===== config.mk =====
export PLATFORM = sky130hd
export DESIGN_NAME = adpil_top
export DESIGN_NICKNAME = d
export VERILOG_FILES = /design/src/include/adpil_pkg.sv /design/src/core/adpil_sync.sv /design/src/core/adpil_top.sv
export SDC_FILE = /design/constraint.sdc
export NUM_CORES = 2
export LEC_CHECK = 0
export BUFFER_PORTS_ARGS = -buffer_cell sky130_fd_sc_hd__buf_2
export CORE_MARGIN = 4
export CORE_UTILIZATION = 25
export CTS_CLUSTER_DIAMETER = 40
export DETAILED_ROUTE_END_ITERATION = 12
export PLACE_DENSITY_LB_ADDON = 0.3
export SLEW_MARGIN = 20
export SYNTH_ARGS = -nofsm -noshare
export SYNTH_HDL_FRONTEND = slang
export SYNTH_SLANG_ARGS = --single-unit

===== constraint.sdc =====
create_clock -name i_ref_clk -period 16.6 [get_ports i_ref_clk]
set_input_delay 0.83 -clock i_ref_clk [delete_from_list [all_inputs] [get_ports i_ref_clk]]
set_output_delay 0.83 -clock i_ref_clk [all_outputs]
set_load 0.01 [all_outputs]

===== src/include/adpil_pkg.sv =====
// shared constants for the auxiliary digital port with inhibit and error log
// assumes a 200 MHz core clock and a 32-bit Avalon-MM register bus
package adpil_pkg;
    // ----------------------------------------------------------------
    // register byte offsets
    // ----------------------------------------------------------------
    localparam logic [7:0] ADR_PIN_CFG  = 8'h00; // functions, polarity, inhibit mode
    localparam logic [7:0] ADR_GPIO     = 8'h04; // out levels (w), in levels (r)
    localparam logic [7:0] ADR_CTRL     = 8'h08; // control bits
    localparam logic [7:0] ADR_STATUS   = 8'h0C; // block state
    localparam logic [7:0] ADR_CODE_IN  = 8'h10; // code entry
    localparam logic [7:0] ADR_CODE_NEW = 8'h14; // replace code while unlocked
    localparam logic [7:0] ADR_LOCK     = 8'h18; // any write relocks
    localparam logic [7:0] ADR_LOG_CTRL = 8'h1C; // bit 8 clear all, [5:0] entry number
    localparam logic [7:0] ADR_LOG_DATA = 8'h20; // {chan, code} of selected entry
    localparam logic [7:0] ADR_LOG_TIME = 8'h24; // timestamp of selected entry
    // ----------------------------------------------------------------
    // field positions
    // ----------------------------------------------------------------
    localparam int FN_W        = 3;  // function field width per pin
    localparam int POL_LSB     = 9;  // polarity bits [11:9], 1 = negative
    localparam int INH_LSB     = 12; // inhibit mode [13:12]
    localparam int CT_FAULT_EN = 0;  // fault output enable
    localparam int CT_STEP_END = 1;  // trigger out at step end, else begin
    localparam int CT_LIST_SRC = 2;  // list trigger source is the port
    localparam int CT_LOG_SRC  = 3;  // logger trigger source is the port
    localparam int CT_KEY_OPT  = 4;  // key-lock option
    localparam int CT_REENABLE = 5;  // w1: release latched inhibit
    localparam int CT_UNLOCK   = 6;  // w1: unlock front panel keys
    localparam int CT_FLT_CLR  = 7;  // w1: clear fault event
    localparam int CT_W        = 5;  // stored control bits
    localparam int LOG_CLR_BIT = 8;
    // ----------------------------------------------------------------
    // encodings and reset values
    // ----------------------------------------------------------------
    typedef enum logic [2:0] {
        FN_NONE = 3'h0, FN_GP_IN = 3'h1, FN_GP_OUT = 3'h2,
        FN_TRG_IN = 3'h3, FN_TRG_OUT = 3'h4, FN_FLT_INH = 3'h5
    } adpil_fn_e;
    typedef enum logic [1:0] {
        INH_OFF = 2'h0, INH_LATCH = 2'h1, INH_LIVE = 2'h2
    } adpil_inh_e;
    localparam logic [15:0] ERR_OVP   = 16'h0001;
    localparam logic [15:0] ERR_OCP   = 16'h0002;
    localparam logic [15:0] ERR_OTP   = 16'h0004;
    localparam logic [15:0] ERR_SENSE = 16'h0008;
    localparam logic [15:0] ERR_FAULT = ERR_OVP | ERR_OCP | ERR_OTP;
    localparam logic [31:0] CODE_RST  = 32'h77416699; // eight digits, one per nibble
    localparam logic [5:0]  LOG_DEPTH = 6'h32;        // 50 entries
    // ----------------------------------------------------------------
    // timing
    // ----------------------------------------------------------------
    localparam longint CLK_HZ     = 200000000;
    localparam longint KEY_HOLD_S = 3;
    localparam longint KEY_HOLD_CYC = KEY_HOLD_S * CLK_HZ;
endpackage


===== src/core/adpil_sync.sv =====
// two-stage synchroniser for asynchronous pin levels
// assumes one clock; the first stage feeds only the second
`timescale 1ns/10ps
module adpil_sync #(
    parameter int W = 4
) (
    input  wire logic         i_ref_clk,
    input  wire logic         i_reset,
    input  wire logic [W-1:0] i_async,
    output logic      [W-1:0] o_sync
);
    // ----------------------------------------------------------------
    // per-bit flop pair
    // ----------------------------------------------------------------
    logic [W-1:0] meta_ff; // first stage, read only by second stage
    for (genvar g = 0; g < W; g++) begin : g_bit
        always_ff @(posedge i_ref_clk) begin
            if (i_reset) begin
                meta_ff[g] <= 1'b0;
                o_sync[g]  <= 1'b0;
            end else begin
                meta_ff[g] <= i_async[g];
                o_sync[g]  <= meta_ff[g];
            end
        end
    end
endmodule


===== src/core/adpil_top.sv =====
// auxiliary digital port: pin functions, inhibit, fault out, error log,
// security code gate and front panel key lock
// assumes pins and key button are asynchronous; all else on i_ref_clk
// Functional notes
// - three pins, five functions, default none
// - per-pin polarity, default positive
// - general output drives, general input samples
// - trigger input advances list when selected
// - trigger input toggles logging when selected
// - trigger out pulses at step begin/end
// - protection error raises fault, drives fault pin
// - fault disables outputs by minimum setpoint
// - inhibit input only on pin three
// - inhibit mode off ignores input
// - latched inhibit holds outputs disabled
// - live inhibit follows input level
// - log holds fifty, then stops until cleared
// - entry one is always most recent
// - entry holds one-hot code, time, channel
// - clear all empties log
// - security locked until correct code; changeable
// - lock command relocks security
// - key-lock hold three seconds locks keys
// - key-lock option defaults disabled
`timescale 1ns/10ps
module adpil_top
    import adpil_pkg::*;
#(
    parameter logic [29:0] P_KEY_HOLD_CYC = 30'(KEY_HOLD_CYC) // shorten in simulation
) (
    input  wire logic        i_ref_clk,
    input  wire logic        i_reset,
    input  wire logic [7:0]  i_address,
    input  wire logic        i_read,
    input  wire logic        i_write,
    input  wire logic [31:0] i_writedata,
    output logic      [31:0] o_readdata,
    output logic             o_waitrequest,
    input  wire logic [2:0]  i_pin_in,
    output logic      [2:0]  o_pin_out,
    output logic      [2:0]  o_pin_oe_n,
    input  wire logic        i_list_running,
    input  wire logic        i_step_begin,
    input  wire logic        i_step_end,
    output logic             o_list_step_trig,
    output logic             o_log_toggle,
    output logic             o_out_disable,
    input  wire logic        i_err_valid,
    input  wire logic [15:0] i_err_code,
    input  wire logic [1:0]  i_err_chan,
    input  wire logic [31:0] i_timestamp,
    input  wire logic        i_key_lock_btn,
    output logic             o_keys_locked,
    output logic             o_secure_unlocked
);
    // ----------------------------------------------------------------
    // state
    // ----------------------------------------------------------------
    typedef struct packed {
        logic             wait_r;      // avalon wait state
        logic [31:0]      rdata;       // read data
        adpil_fn_e [2:0]  fn;          // pin functions
        logic [2:0]       pol_neg;     // 1 = negative polarity
        adpil_inh_e       inh_mode;    // inhibit mode
        logic [2:0]       gp_out;      // logic value for general outputs
        logic [CT_W-1:0]  ctrl;        // stored control bits
        logic [2:0]       in_prev;     // previous asserted input levels
        logic             inh_lat;     // latched inhibit
        logic             fault;       // fault event held
        logic             list_pls;    // list advance pulse
        logic             log_pls;     // logger start/stop pulse
        logic             trg_pls;     // trigger out pulse
        logic [2:0]       pin_out;     // pin levels
        logic [2:0]       oe_n;        // pin drive enables, low drives
        logic             dis;         // outputs disabled
        logic [31:0]      code;        // security code
        logic             unlocked;    // security state
        logic             keys_lk;     // panel keys locked
        logic [29:0]      hold_cnt;    // key hold counter
        logic [5:0]       cnt;         // log entries
        logic [5:0]       sel;         // selected entry, 1 = newest
    } adpil_st_s;

    adpil_st_s st_ff;
    adpil_st_s nxt_st;
    logic [49:0] log_mem [50];  // {time, chan, code}
    logic [3:0]  sync_in;       // pins and key button, synchronised
    logic [2:0]  asrt;          // asserted logic level per pin
    logic [5:0]  rd_idx;        // array index of selected entry
    logic        wr_take;       // write taken this edge
    logic        log_wr;        // error recorded this edge

    adpil_sync #(.W(4)) u_sync (
        .i_ref_clk (i_ref_clk),
        .i_reset   (i_reset),
        .i_async   ({i_key_lock_btn, i_pin_in}),
        .o_sync    (sync_in)
    );

    // ----------------------------------------------------------------
    // per-pin polarity
    // ----------------------------------------------------------------
    for (genvar g = 0; g < 3; g++) begin : g_pol
        assign asrt[g] = sync_in[g] ^ st_ff.pol_neg[g];
    end

    // newest entry sits at cnt-1, so entry k is at cnt-k
    assign rd_idx  = st_ff.cnt - st_ff.sel;
    assign wr_take = i_write && !st_ff.wait_r;
    assign log_wr  = i_err_valid && (st_ff.cnt < LOG_DEPTH);

    // ----------------------------------------------------------------
    // next state
    // ----------------------------------------------------------------
    always_comb begin
        logic       wr_cfg;
        logic       wr_ctl;
        logic       clr_log;
        logic [2:0] rise;
        logic       trg_any;
        logic       inh_in;
        logic       live;
        wr_cfg  = wr_take && (i_address == ADR_PIN_CFG);
        wr_ctl  = wr_take && (i_address == ADR_CTRL);
        clr_log = wr_take && (i_address == ADR_LOG_CTRL) && i_writedata[LOG_CLR_BIT];
        rise    = asrt & ~st_ff.in_prev;
        trg_any = 1'b0;
        inh_in  = 1'b0;
        live    = 1'b0;
        nxt_st  = st_ff;
        nxt_st.in_prev = asrt;
        // one wait cycle per access, then released for one edge
        nxt_st.wait_r = !((i_read || i_write) && st_ff.wait_r);
        // configuration writes
        if (wr_cfg) begin
            for (int i = 0; i < 3; i++) begin
                nxt_st.fn[i] = adpil_fn_e'(i_writedata[i*FN_W +: FN_W]);
            end
            nxt_st.pol_neg  = i_writedata[POL_LSB +: 3];
            nxt_st.inh_mode = adpil_inh_e'(i_writedata[INH_LSB +: 2]);
        end
        if (wr_take && (i_address == ADR_GPIO)) begin
            nxt_st.gp_out = i_writedata[2:0];
        end
        if (wr_ctl) begin
            nxt_st.ctrl = i_writedata[CT_W-1:0];
        end
        // trigger inputs
        for (int i = 0; i < 3; i++) begin
            if (st_ff.fn[i] == FN_TRG_IN && rise[i]) begin
                trg_any = 1'b1;
            end
        end
        nxt_st.list_pls = trg_any && st_ff.ctrl[CT_LIST_SRC];
        nxt_st.log_pls  = trg_any && st_ff.ctrl[CT_LOG_SRC];
        // trigger out only while the list runs
        nxt_st.trg_pls = i_list_running &&
            (st_ff.ctrl[CT_STEP_END] ? i_step_end : i_step_begin);
        // fault event; a new event beats a clear in the same cycle
        if (wr_ctl && i_writedata[CT_FLT_CLR]) begin
            nxt_st.fault = 1'b0;
        end
        if (i_err_valid && st_ff.ctrl[CT_FAULT_EN] && |(i_err_code & ERR_FAULT)) begin
            nxt_st.fault = 1'b1;
        end
        // inhibit exists only on pin three
        inh_in = (st_ff.fn[2] == FN_FLT_INH) && asrt[2];
        live   = 1'b0;
        unique case (st_ff.inh_mode)
            INH_OFF:   live = 1'b0;
            INH_LATCH: live = 1'b0;
            INH_LIVE:  live = inh_in;
            default:   live = 1'b0;   // unused code
        endcase
        // release only by mode change or re-enable, never by the input
        if ((wr_cfg && i_writedata[INH_LSB +: 2] != st_ff.inh_mode) ||
            (wr_ctl && i_writedata[CT_REENABLE])) begin
            nxt_st.inh_lat = 1'b0;
        end
        if (st_ff.inh_mode == INH_LATCH && inh_in && !st_ff.in_prev[2]) begin
            nxt_st.inh_lat = 1'b1;
        end
        if (st_ff.inh_mode != INH_LATCH && !wr_cfg) begin
            nxt_st.inh_lat = 1'b0;
        end
        nxt_st.dis = st_ff.fault || st_ff.inh_lat || live;
        // pin drivers
        for (int i = 0; i < 3; i++) begin
            nxt_st.oe_n[i]    = 1'b1;
            nxt_st.pin_out[i] = st_ff.pol_neg[i];
            unique case (st_ff.fn[i])
                FN_GP_OUT: begin
                    nxt_st.oe_n[i]    = 1'b0;
                    nxt_st.pin_out[i] = st_ff.gp_out[i] ^ st_ff.pol_neg[i];
                end
                FN_TRG_OUT: begin
                    nxt_st.oe_n[i]    = 1'b0;
                    nxt_st.pin_out[i] = st_ff.trg_pls ^ st_ff.pol_neg[i];
                end
                FN_FLT_INH: begin
                    // pins one and two drive fault; pin three is the inhibit input
                    if (i != 2) begin
                        nxt_st.oe_n[i]    = 1'b0;
                        nxt_st.pin_out[i] = st_ff.fault ^ st_ff.pol_neg[i];
                    end
                end
                FN_NONE, FN_GP_IN, FN_TRG_IN: begin
                    nxt_st.oe_n[i] = 1'b1;
                end
                default: nxt_st.oe_n[i] = 1'b1; // illegal code: stay off the pin
            endcase
        end
        // security gate
        if (wr_take && i_address == ADR_CODE_IN && i_writedata == st_ff.code) begin
            nxt_st.unlocked = 1'b1;
        end
        if (wr_take && i_address == ADR_CODE_NEW && st_ff.unlocked) begin
            nxt_st.code = i_writedata;
        end
        if (wr_take && i_address == ADR_LOCK) begin
            nxt_st.unlocked = 1'b0;
        end
        // key lock: holding the key for the full time locks the panel
        if (st_ff.ctrl[CT_KEY_OPT] && sync_in[3] && !st_ff.keys_lk) begin
            nxt_st.hold_cnt = st_ff.hold_cnt + 30'h1;
        end else begin
            nxt_st.hold_cnt = 30'h0;
        end
        if (wr_ctl && i_writedata[CT_UNLOCK]) begin
            nxt_st.keys_lk = 1'b0;
        end
        if (st_ff.ctrl[CT_KEY_OPT] && st_ff.hold_cnt >= P_KEY_HOLD_CYC - 30'h1) begin
            nxt_st.keys_lk = 1'b1;
        end
        // error log; a clear with a coincident error keeps the new error, except when the log was full, where it is dropped
        if (wr_take && i_address == ADR_LOG_CTRL) begin
            nxt_st.sel = i_writedata[5:0];
        end
        if (clr_log) begin
            nxt_st.cnt = 6'h0;
        end
        if (log_wr) begin
            nxt_st.cnt = clr_log ? 6'h1 : st_ff.cnt + 6'h1;
        end
        // read data, captured during the wait cycle
        nxt_st.rdata = 32'h0;
        unique case (i_address)
            ADR_PIN_CFG: nxt_st.rdata = {18'h0, st_ff.inh_mode, st_ff.pol_neg,
                                         st_ff.fn[2], st_ff.fn[1], st_ff.fn[0]};
            ADR_GPIO:    nxt_st.rdata = {25'h0, asrt, 1'b0, st_ff.gp_out};
            ADR_CTRL:    nxt_st.rdata = {27'h0, st_ff.ctrl};
            ADR_STATUS:  nxt_st.rdata = {18'h0, st_ff.cnt, 3'h0, st_ff.keys_lk,
                                         st_ff.unlocked, st_ff.fault, st_ff.inh_lat,
                                         st_ff.dis};
            ADR_LOG_CTRL: nxt_st.rdata = {26'h0, st_ff.sel};
            ADR_LOG_DATA: nxt_st.rdata = (st_ff.sel != 6'h0 && st_ff.sel <= st_ff.cnt) ?
                                         {14'h0, log_mem[rd_idx][17:0]} : 32'h0;
            ADR_LOG_TIME: nxt_st.rdata = (st_ff.sel != 6'h0 && st_ff.sel <= st_ff.cnt) ?
                                         log_mem[rd_idx][49:18] : 32'h0;
            default:     nxt_st.rdata = 32'h0; // code and lock read as zero
        endcase
    end

    // ----------------------------------------------------------------
    // registers
    // ----------------------------------------------------------------
    always_ff @(posedge i_ref_clk) begin
        if (i_reset) begin
            // pins released and no function until software picks one
            st_ff <= '{wait_r: 1'b1, code: CODE_RST, oe_n: 3'h7, inh_mode: INH_OFF,
                       fn: '{FN_NONE, FN_NONE, FN_NONE}, default: '0};
        end else begin
            st_ff <= nxt_st;
        end
    end

    // log storage; cleared entries need no reset since count gates them
    always_ff @(posedge i_ref_clk) begin
        if (log_wr) begin
            log_mem[(wr_take && i_address == ADR_LOG_CTRL && i_writedata[LOG_CLR_BIT]) ?
                    6'h0 : st_ff.cnt] <= {i_timestamp, i_err_chan, i_err_code};
        end
    end

    assign o_readdata        = st_ff.rdata;
    assign o_waitrequest     = st_ff.wait_r;
    assign o_pin_out         = st_ff.pin_out;
    assign o_pin_oe_n        = st_ff.oe_n;
    assign o_list_step_trig  = st_ff.list_pls;
    assign o_log_toggle      = st_ff.log_pls;
    assign o_out_disable     = st_ff.dis;
    assign o_keys_locked     = st_ff.keys_lk;
    assign o_secure_unlocked = st_ff.unlocked;
endmodule


# Word-level counts from Yosys, hierarchy flattened
# Memory sizes are Yosys's and may differ from the RTL's.
# Cells that the tools add are included.
# word_totals
wordCells,158
latch_bits,0
ff_bits,154
ramBits,2500
output_inout_bits,44
rom_bits,0
n_memories,1
# op_classes
addsub,3
bitwise,14
n_mul,0
n_lt_le_gt_ge,3
div,0
reduce_logical,54
n_shift,0
eq_ne,26
muxes,25
# memory_table
name,depth,word_bits,read_ports,rd_clocked_by_memory_dff,write_ports,line_no,rtl
log_mem,50,50,1,0,1,adpil_top.sv:86,logic [49:0] log_mem [50];
# op_table
cell,count
case mux 32 bit (7 select lines),1
logical AND 1 bit,33
== test 32 bit,1
"== test 8 x 5 -> 1 bit, second input constant",4
2-to-1 mux 32 bit,1
"adder 30 x 1 -> 30 bit, second input constant",1
"greater-or-equal comparator 30 bit, second input constant",1
"== test 3 x 2 -> 1 bit, second input constant",6
"== test 3 bit, second input constant",6
2-to-1 mux 18 bit,1
2-to-1 mux 6 bit,3
"== test 8 x 4 -> 1 bit, second input constant",2
"== test 8 x 6 -> 1 bit, second input constant",2
2-to-1 mux 1 bit,16
XOR 1 bit,11
OR reduction 3 bit,3
"== test 8 x 3 -> 1 bit, second input constant",1
logical NOT 8 bit,1
OR reduction 2 bit,4
"adder 6 x 1 -> 6 bit, second input constant",1
<= comparator 6 bit,1
"< comparator 6 bit, second input constant",1
case mux 1 bit (3 select lines),2
nonzero test 2 bit,3
12 further kinds,19

# Depth between registers and ports, before layout
# logic_depth
word_depth,7
mapped_depth,14

# Cells and area by module
# Synthesis repeated with hierarchy kept, for this count alone.
# unflattened
hier_cells,4683
area_unflattened_um2,102181.8
# by_module_without_submodules
module,area_per_inst_um2,instances,seq_area_each_um2,cells_each
adpil_top,101971.5,1,77994.8,4667
adpil_sync,210.2,1,160.2,16

# Least setup slack after synthesis
# No wires, ideal clock.
# synth_timing
path_type,input port to flip-flop
from,input i_address[3]
to,"memory log_mem[36][0], enable pin"
cell_stages,8
required_ns,16.081
arrival_time_ns,5.522
setup_ns,0.519
path_slack_ns,10.559
path_cell_list,clkbuf_1 and3_1 clkbuf_1 and3_1 clkbuf_1 nor2_1 nand3_1 nor3_1
# synth_via
elab_chain_len,4
# synth_rtl
element,line_no,rtl
start: declaration,adpil_top.sv:33,"input wire logic [7:0] i_address,"
== test 8 x 5 -> 1 bit,adpil_top.sv:280,log_mem[(wr_take && i_address == ADR_LOG_CTRL && i_writedata[LOG_CLR_BIT]) ?
logical AND 1 bit (2 in series),adpil_top.sv:280,
2-to-1 mux 6 bit,--,
end: declaration,adpil_top.sv:86,
# Every way passes these cells.

# Worst setup path in the final report
# layout_timing
from,register st_ff[6] (netlist name)
to,register st_ff (netlist bit o_readdata[11])
# layout_via
elab_chain_len,4
word_cells_on_any_way,7
classes_between,1 x add/sub; 1 x order compare; 3 x mux; 1 x reduce/logical; 1 x memory
# layout_rtl
element,line_no,rtl
start: declaration,adpil_top.sv:84,adpil_st_s st_ff;
start signal: assignment,adpil_top.sv:270,"st_ff <= '{wait_r: 1'b1, code: CODE_RST, oe_n: 3'h7, inh_mode: INH_OFF,"
start signal: assignment,adpil_top.sv:273,st_ff <= nxt_st;
subtractor 6 bit or <= comparator 6 bit (tied branches),"adpil_top.sv:108, adpil_top.sv:256, adpil_top.sv:258",
memory read (50 x 50 bit) or logical AND 1 bit (tied branches),--,
2-to-1 mux 32 bit or 2-to-1 mux 18 bit (tied branches),"adpil_top.sv:258, adpil_top.sv:256",
case mux 32 bit (7 select lines) (*),adpil_top.sv:247,unique case (i_address)
# Every way passes the cells marked *; elsewhere a longest branch is shown, timed or not.
# A chain may end at the register's enable or synchronous reset.

==> results.ini <==
[clocking]
clockBufferDepth=4
cts_max_level=5
cts_resized=0
cts_setup_buffers=0
numCtsBuffers=389
clock_latency_ps=930
path_clk_slew_ps=60
postCtsHoldBufs=0
cts_tree=done
clock_sinks=2654
clockRootBuffer=clkbuf_16

[timing]
finalSetupViolCount=0
finalCriticalPeriod_ps=6606
fin_crit_sh_pct=39.80
rsz0062_at_grt=false
setup-tns-final_ps=0
fmax_ghz=0.1514
relSlewSlack_pct=20.14
final_hold_viol_count=0
skew_ps=57.05
final_max_slew_viol_count=0
whs_ps=119.3
worstMarginPinSlew_ps=1195

[yosys]
synth_top_area_share_pct=73.26
yosys_warnings=0
synthMuxAreaShare_pct=17.03
synth.top_cells.by_count=2500 x edfxtp_1, 710 x mux4_2, 280 x nand2_1
synthAdderAreaFrac_pct=0.1172
yosys-top-cells-area=edfxtp_1 73%, mux4_2 16%, dfxtp_1 3.0%
async_flop_share_pct=0
synth_xor_area_share_pct=0.6300
ys_types=68
synth-seq-cells=2654
synth.most_common_cell=edfxtp_1
syn_nets=4902
synth_top_family_by_area=multiplexers
postSynthAreaPerCell_um2=21.39
synth_compound_area_share_pct=1.442
yosys.area.top_type=edfxtp_1
yosys.area_share.simple_pct=2.996
synth_edf_count=2500
synthCells=4791
ys_seq_area_share_pct=76.26
synth_area_um2=102500
synthFlopType=edfxtp_1

[setup_path]
cp.required_ps=17320
crit_type=reg2reg
crit_chain=inv_1 -> ha_4 -> fa_4 -> buf_4 -> buf_4 -> buf_4 -> mux4_2 -> mux4_2 -> mux4_2 -> nand2_1 -> o221ai_1
crit_path_top_delay_cell=fa_4
reg2reg_depth=11
crit_path_max_fanout=58
arrival_ps=7320
cpPeakStageDelay_ps=1220
end_kind=register
worst_setup_path_start_kind=register

[layout]
fill_cells=39100
drive_gt1_share_pct=31.83
areaGrowthSynthToFinish_pct=20.68
finalNetCount=5294

[routing]
viasPerCell=4.756
wl_per_cell_um=28.55
wl_um=312600
drtIter0Drc=6302
vias=52080
drt-pass1-iter-count=6
drc=0
drtAntennaViolNets=0

[power]
p_leak_nw=39.39
clock_power_share_pct=50.1
swShare_pct=22.48
p_int_mw=12.83
p_sw_mw=3.720
power_density_nw_per_um2=133.8
finalPower_mw=16.55
combPwrFrac_pct=5.5
p_seq_share_pct=44.5
peakVddDrop_v=0.00009302

[floorplan]
ioPinCount=146
fp.dieW_um=648.2
dieHeight_um=648.2
die_area_um2=420200
rows=234
core_area_um2=407300
start_util_pct=25.16

[grt]
grt_pass1_vias=52760
grt_pass1_wl_um=432300
grt_max_degree=131
antenna_found_initial=45
grt-ovfl-total=0
track_usage_pct=14.55

[placement]
io_buffers=145
place_hpwl_um=161100
routabilityCongestion=0.7774

[run_status]
outcome=finished, final reports clean

[worst_hold_path]
hold_class=in2reg
min_path_cells=2

[flow_run]
drv_cap=0

-- worst paths after layout --
kind	from	endpoint	slack [ps]
max reg2reg	st_ff[6]$_SDFF_PP0_	o_readdata[11]$_SDFF_PP0_	9990
min reg2reg	o_waitrequest$_SDFF_PP1_	o_waitrequest$_SDFF_PP1_	460
max	st_ff[6]$_SDFF_PP0_	o_readdata[11]$_SDFF_PP0_	9990
min	i_read	o_waitrequest$_SDFF_PP1_	120
-- power groups by stage --
stage / clock (mW) / sequential [mW] / combinational, mW
finish: 8.28 / 7.36 / 0.908
global route: 8.75 / 7.35 / 0.973
CTS: 8.43 / 7.36 / 0.924
detailed placement: 0 / 7.49 / 0.921
global placement: 0 / 7.49 / 0.912
floorplan: 0 / 7.49 / 0.606
-- sequential cells by signal, summed over array words and instances, names as in the netlist, 3 cells and up --
name / flops
log_mem: 2500
st_ff: 102
o_readdata: 32
u_sync.meta_ff: 4
u_sync.o_sync: 4
o_pin_oe_n: 3
o_pin_out: 3
-- worst max-delay path: cells and delay by family (launching register included) --
kind,cells,cell delay [ps]
mux,3,1410
buf+inv,4,2580
flops,1,620
fa+ha+maj,2,1430
simple gates,1,110
compound gates,1,140
-- through the flow --
| stage | util (%) | setup WS (ps) | cell area [µm²] | cells |
|---|---|---|---|---|
| 2_1_floorplan | - | 10560 | 102500 | 4791 |
| 3_3_place_gp | 27.04 | 10050 | 110100 | 10210 |
| 3_5_place_dp | 27.07 | 9897 | 110300 | 10220 |
| 4_1_cts | 30.35 | 9885 | 123600 | 10940 |
| 5_1_grt | 30.37 | 9667 | 123700 | 10950 |
| 6_report | 30.37 | 9994 | 123700 | 10950 |
-- routing by layer --
layer,vias up,routed length [µm],track usage [%]
li1,20800,-,-
met1,28710,131200,19.76
met2,2047,151200,23.87
met3,494,22670,2.851
met4,26,7380,3.694
met5,-,160,0
-- placed cells by master (no fill, tap or decap), types with 41 or more instances in the layout --
master and instances:
edfxtp_1 2500, nor2_1 94, mux4_2 710, nand2_1 280, clkinvlp_4 47, xor2_1 41
a21oi_1 74, dfxtp_1 154, clkinv_2 57, buf_4 128, clkbuf_16 391, mux2i_1 109
nor2_4 47, nand3_1 93, inv_6 44, buf_2 145, bufinv_16 41
-- cells by family (layout without fill, tap and decap cells) --
family | Yosys count | count (layout)
other cells | 0 | 4
simple gates | 675 | 675
xor+xnor | 72 | 72
buf+inv | 309 | 1035
compound gates | 220 | 220
fa+ha+maj | 9 | 9
flops | 2654 | 2654
mux | 852 | 852
-- final cells by class --
| cell class | count | area [µm²] | area share (%) |
|---|---|---|---|
| multi-input cells | 1828 | 23260 | 18.81 |
| flip-flops and latches | 2654 | 78160 | 63.19 |
| diodes | 4 | 10.01 | 0.008093 |
| clock inverters | 286 | 3273 | 2.647 |
| repair buffers | 290 | 2051 | 1.658 |
| inverters | 20 | 75.07 | 0.06070 |
| clock buffers | 439 | 10050 | 8.130 |
| well taps | 5428 | 6792 | 5.491 |
No activity file was read; power rests on OpenSTA's default activity.
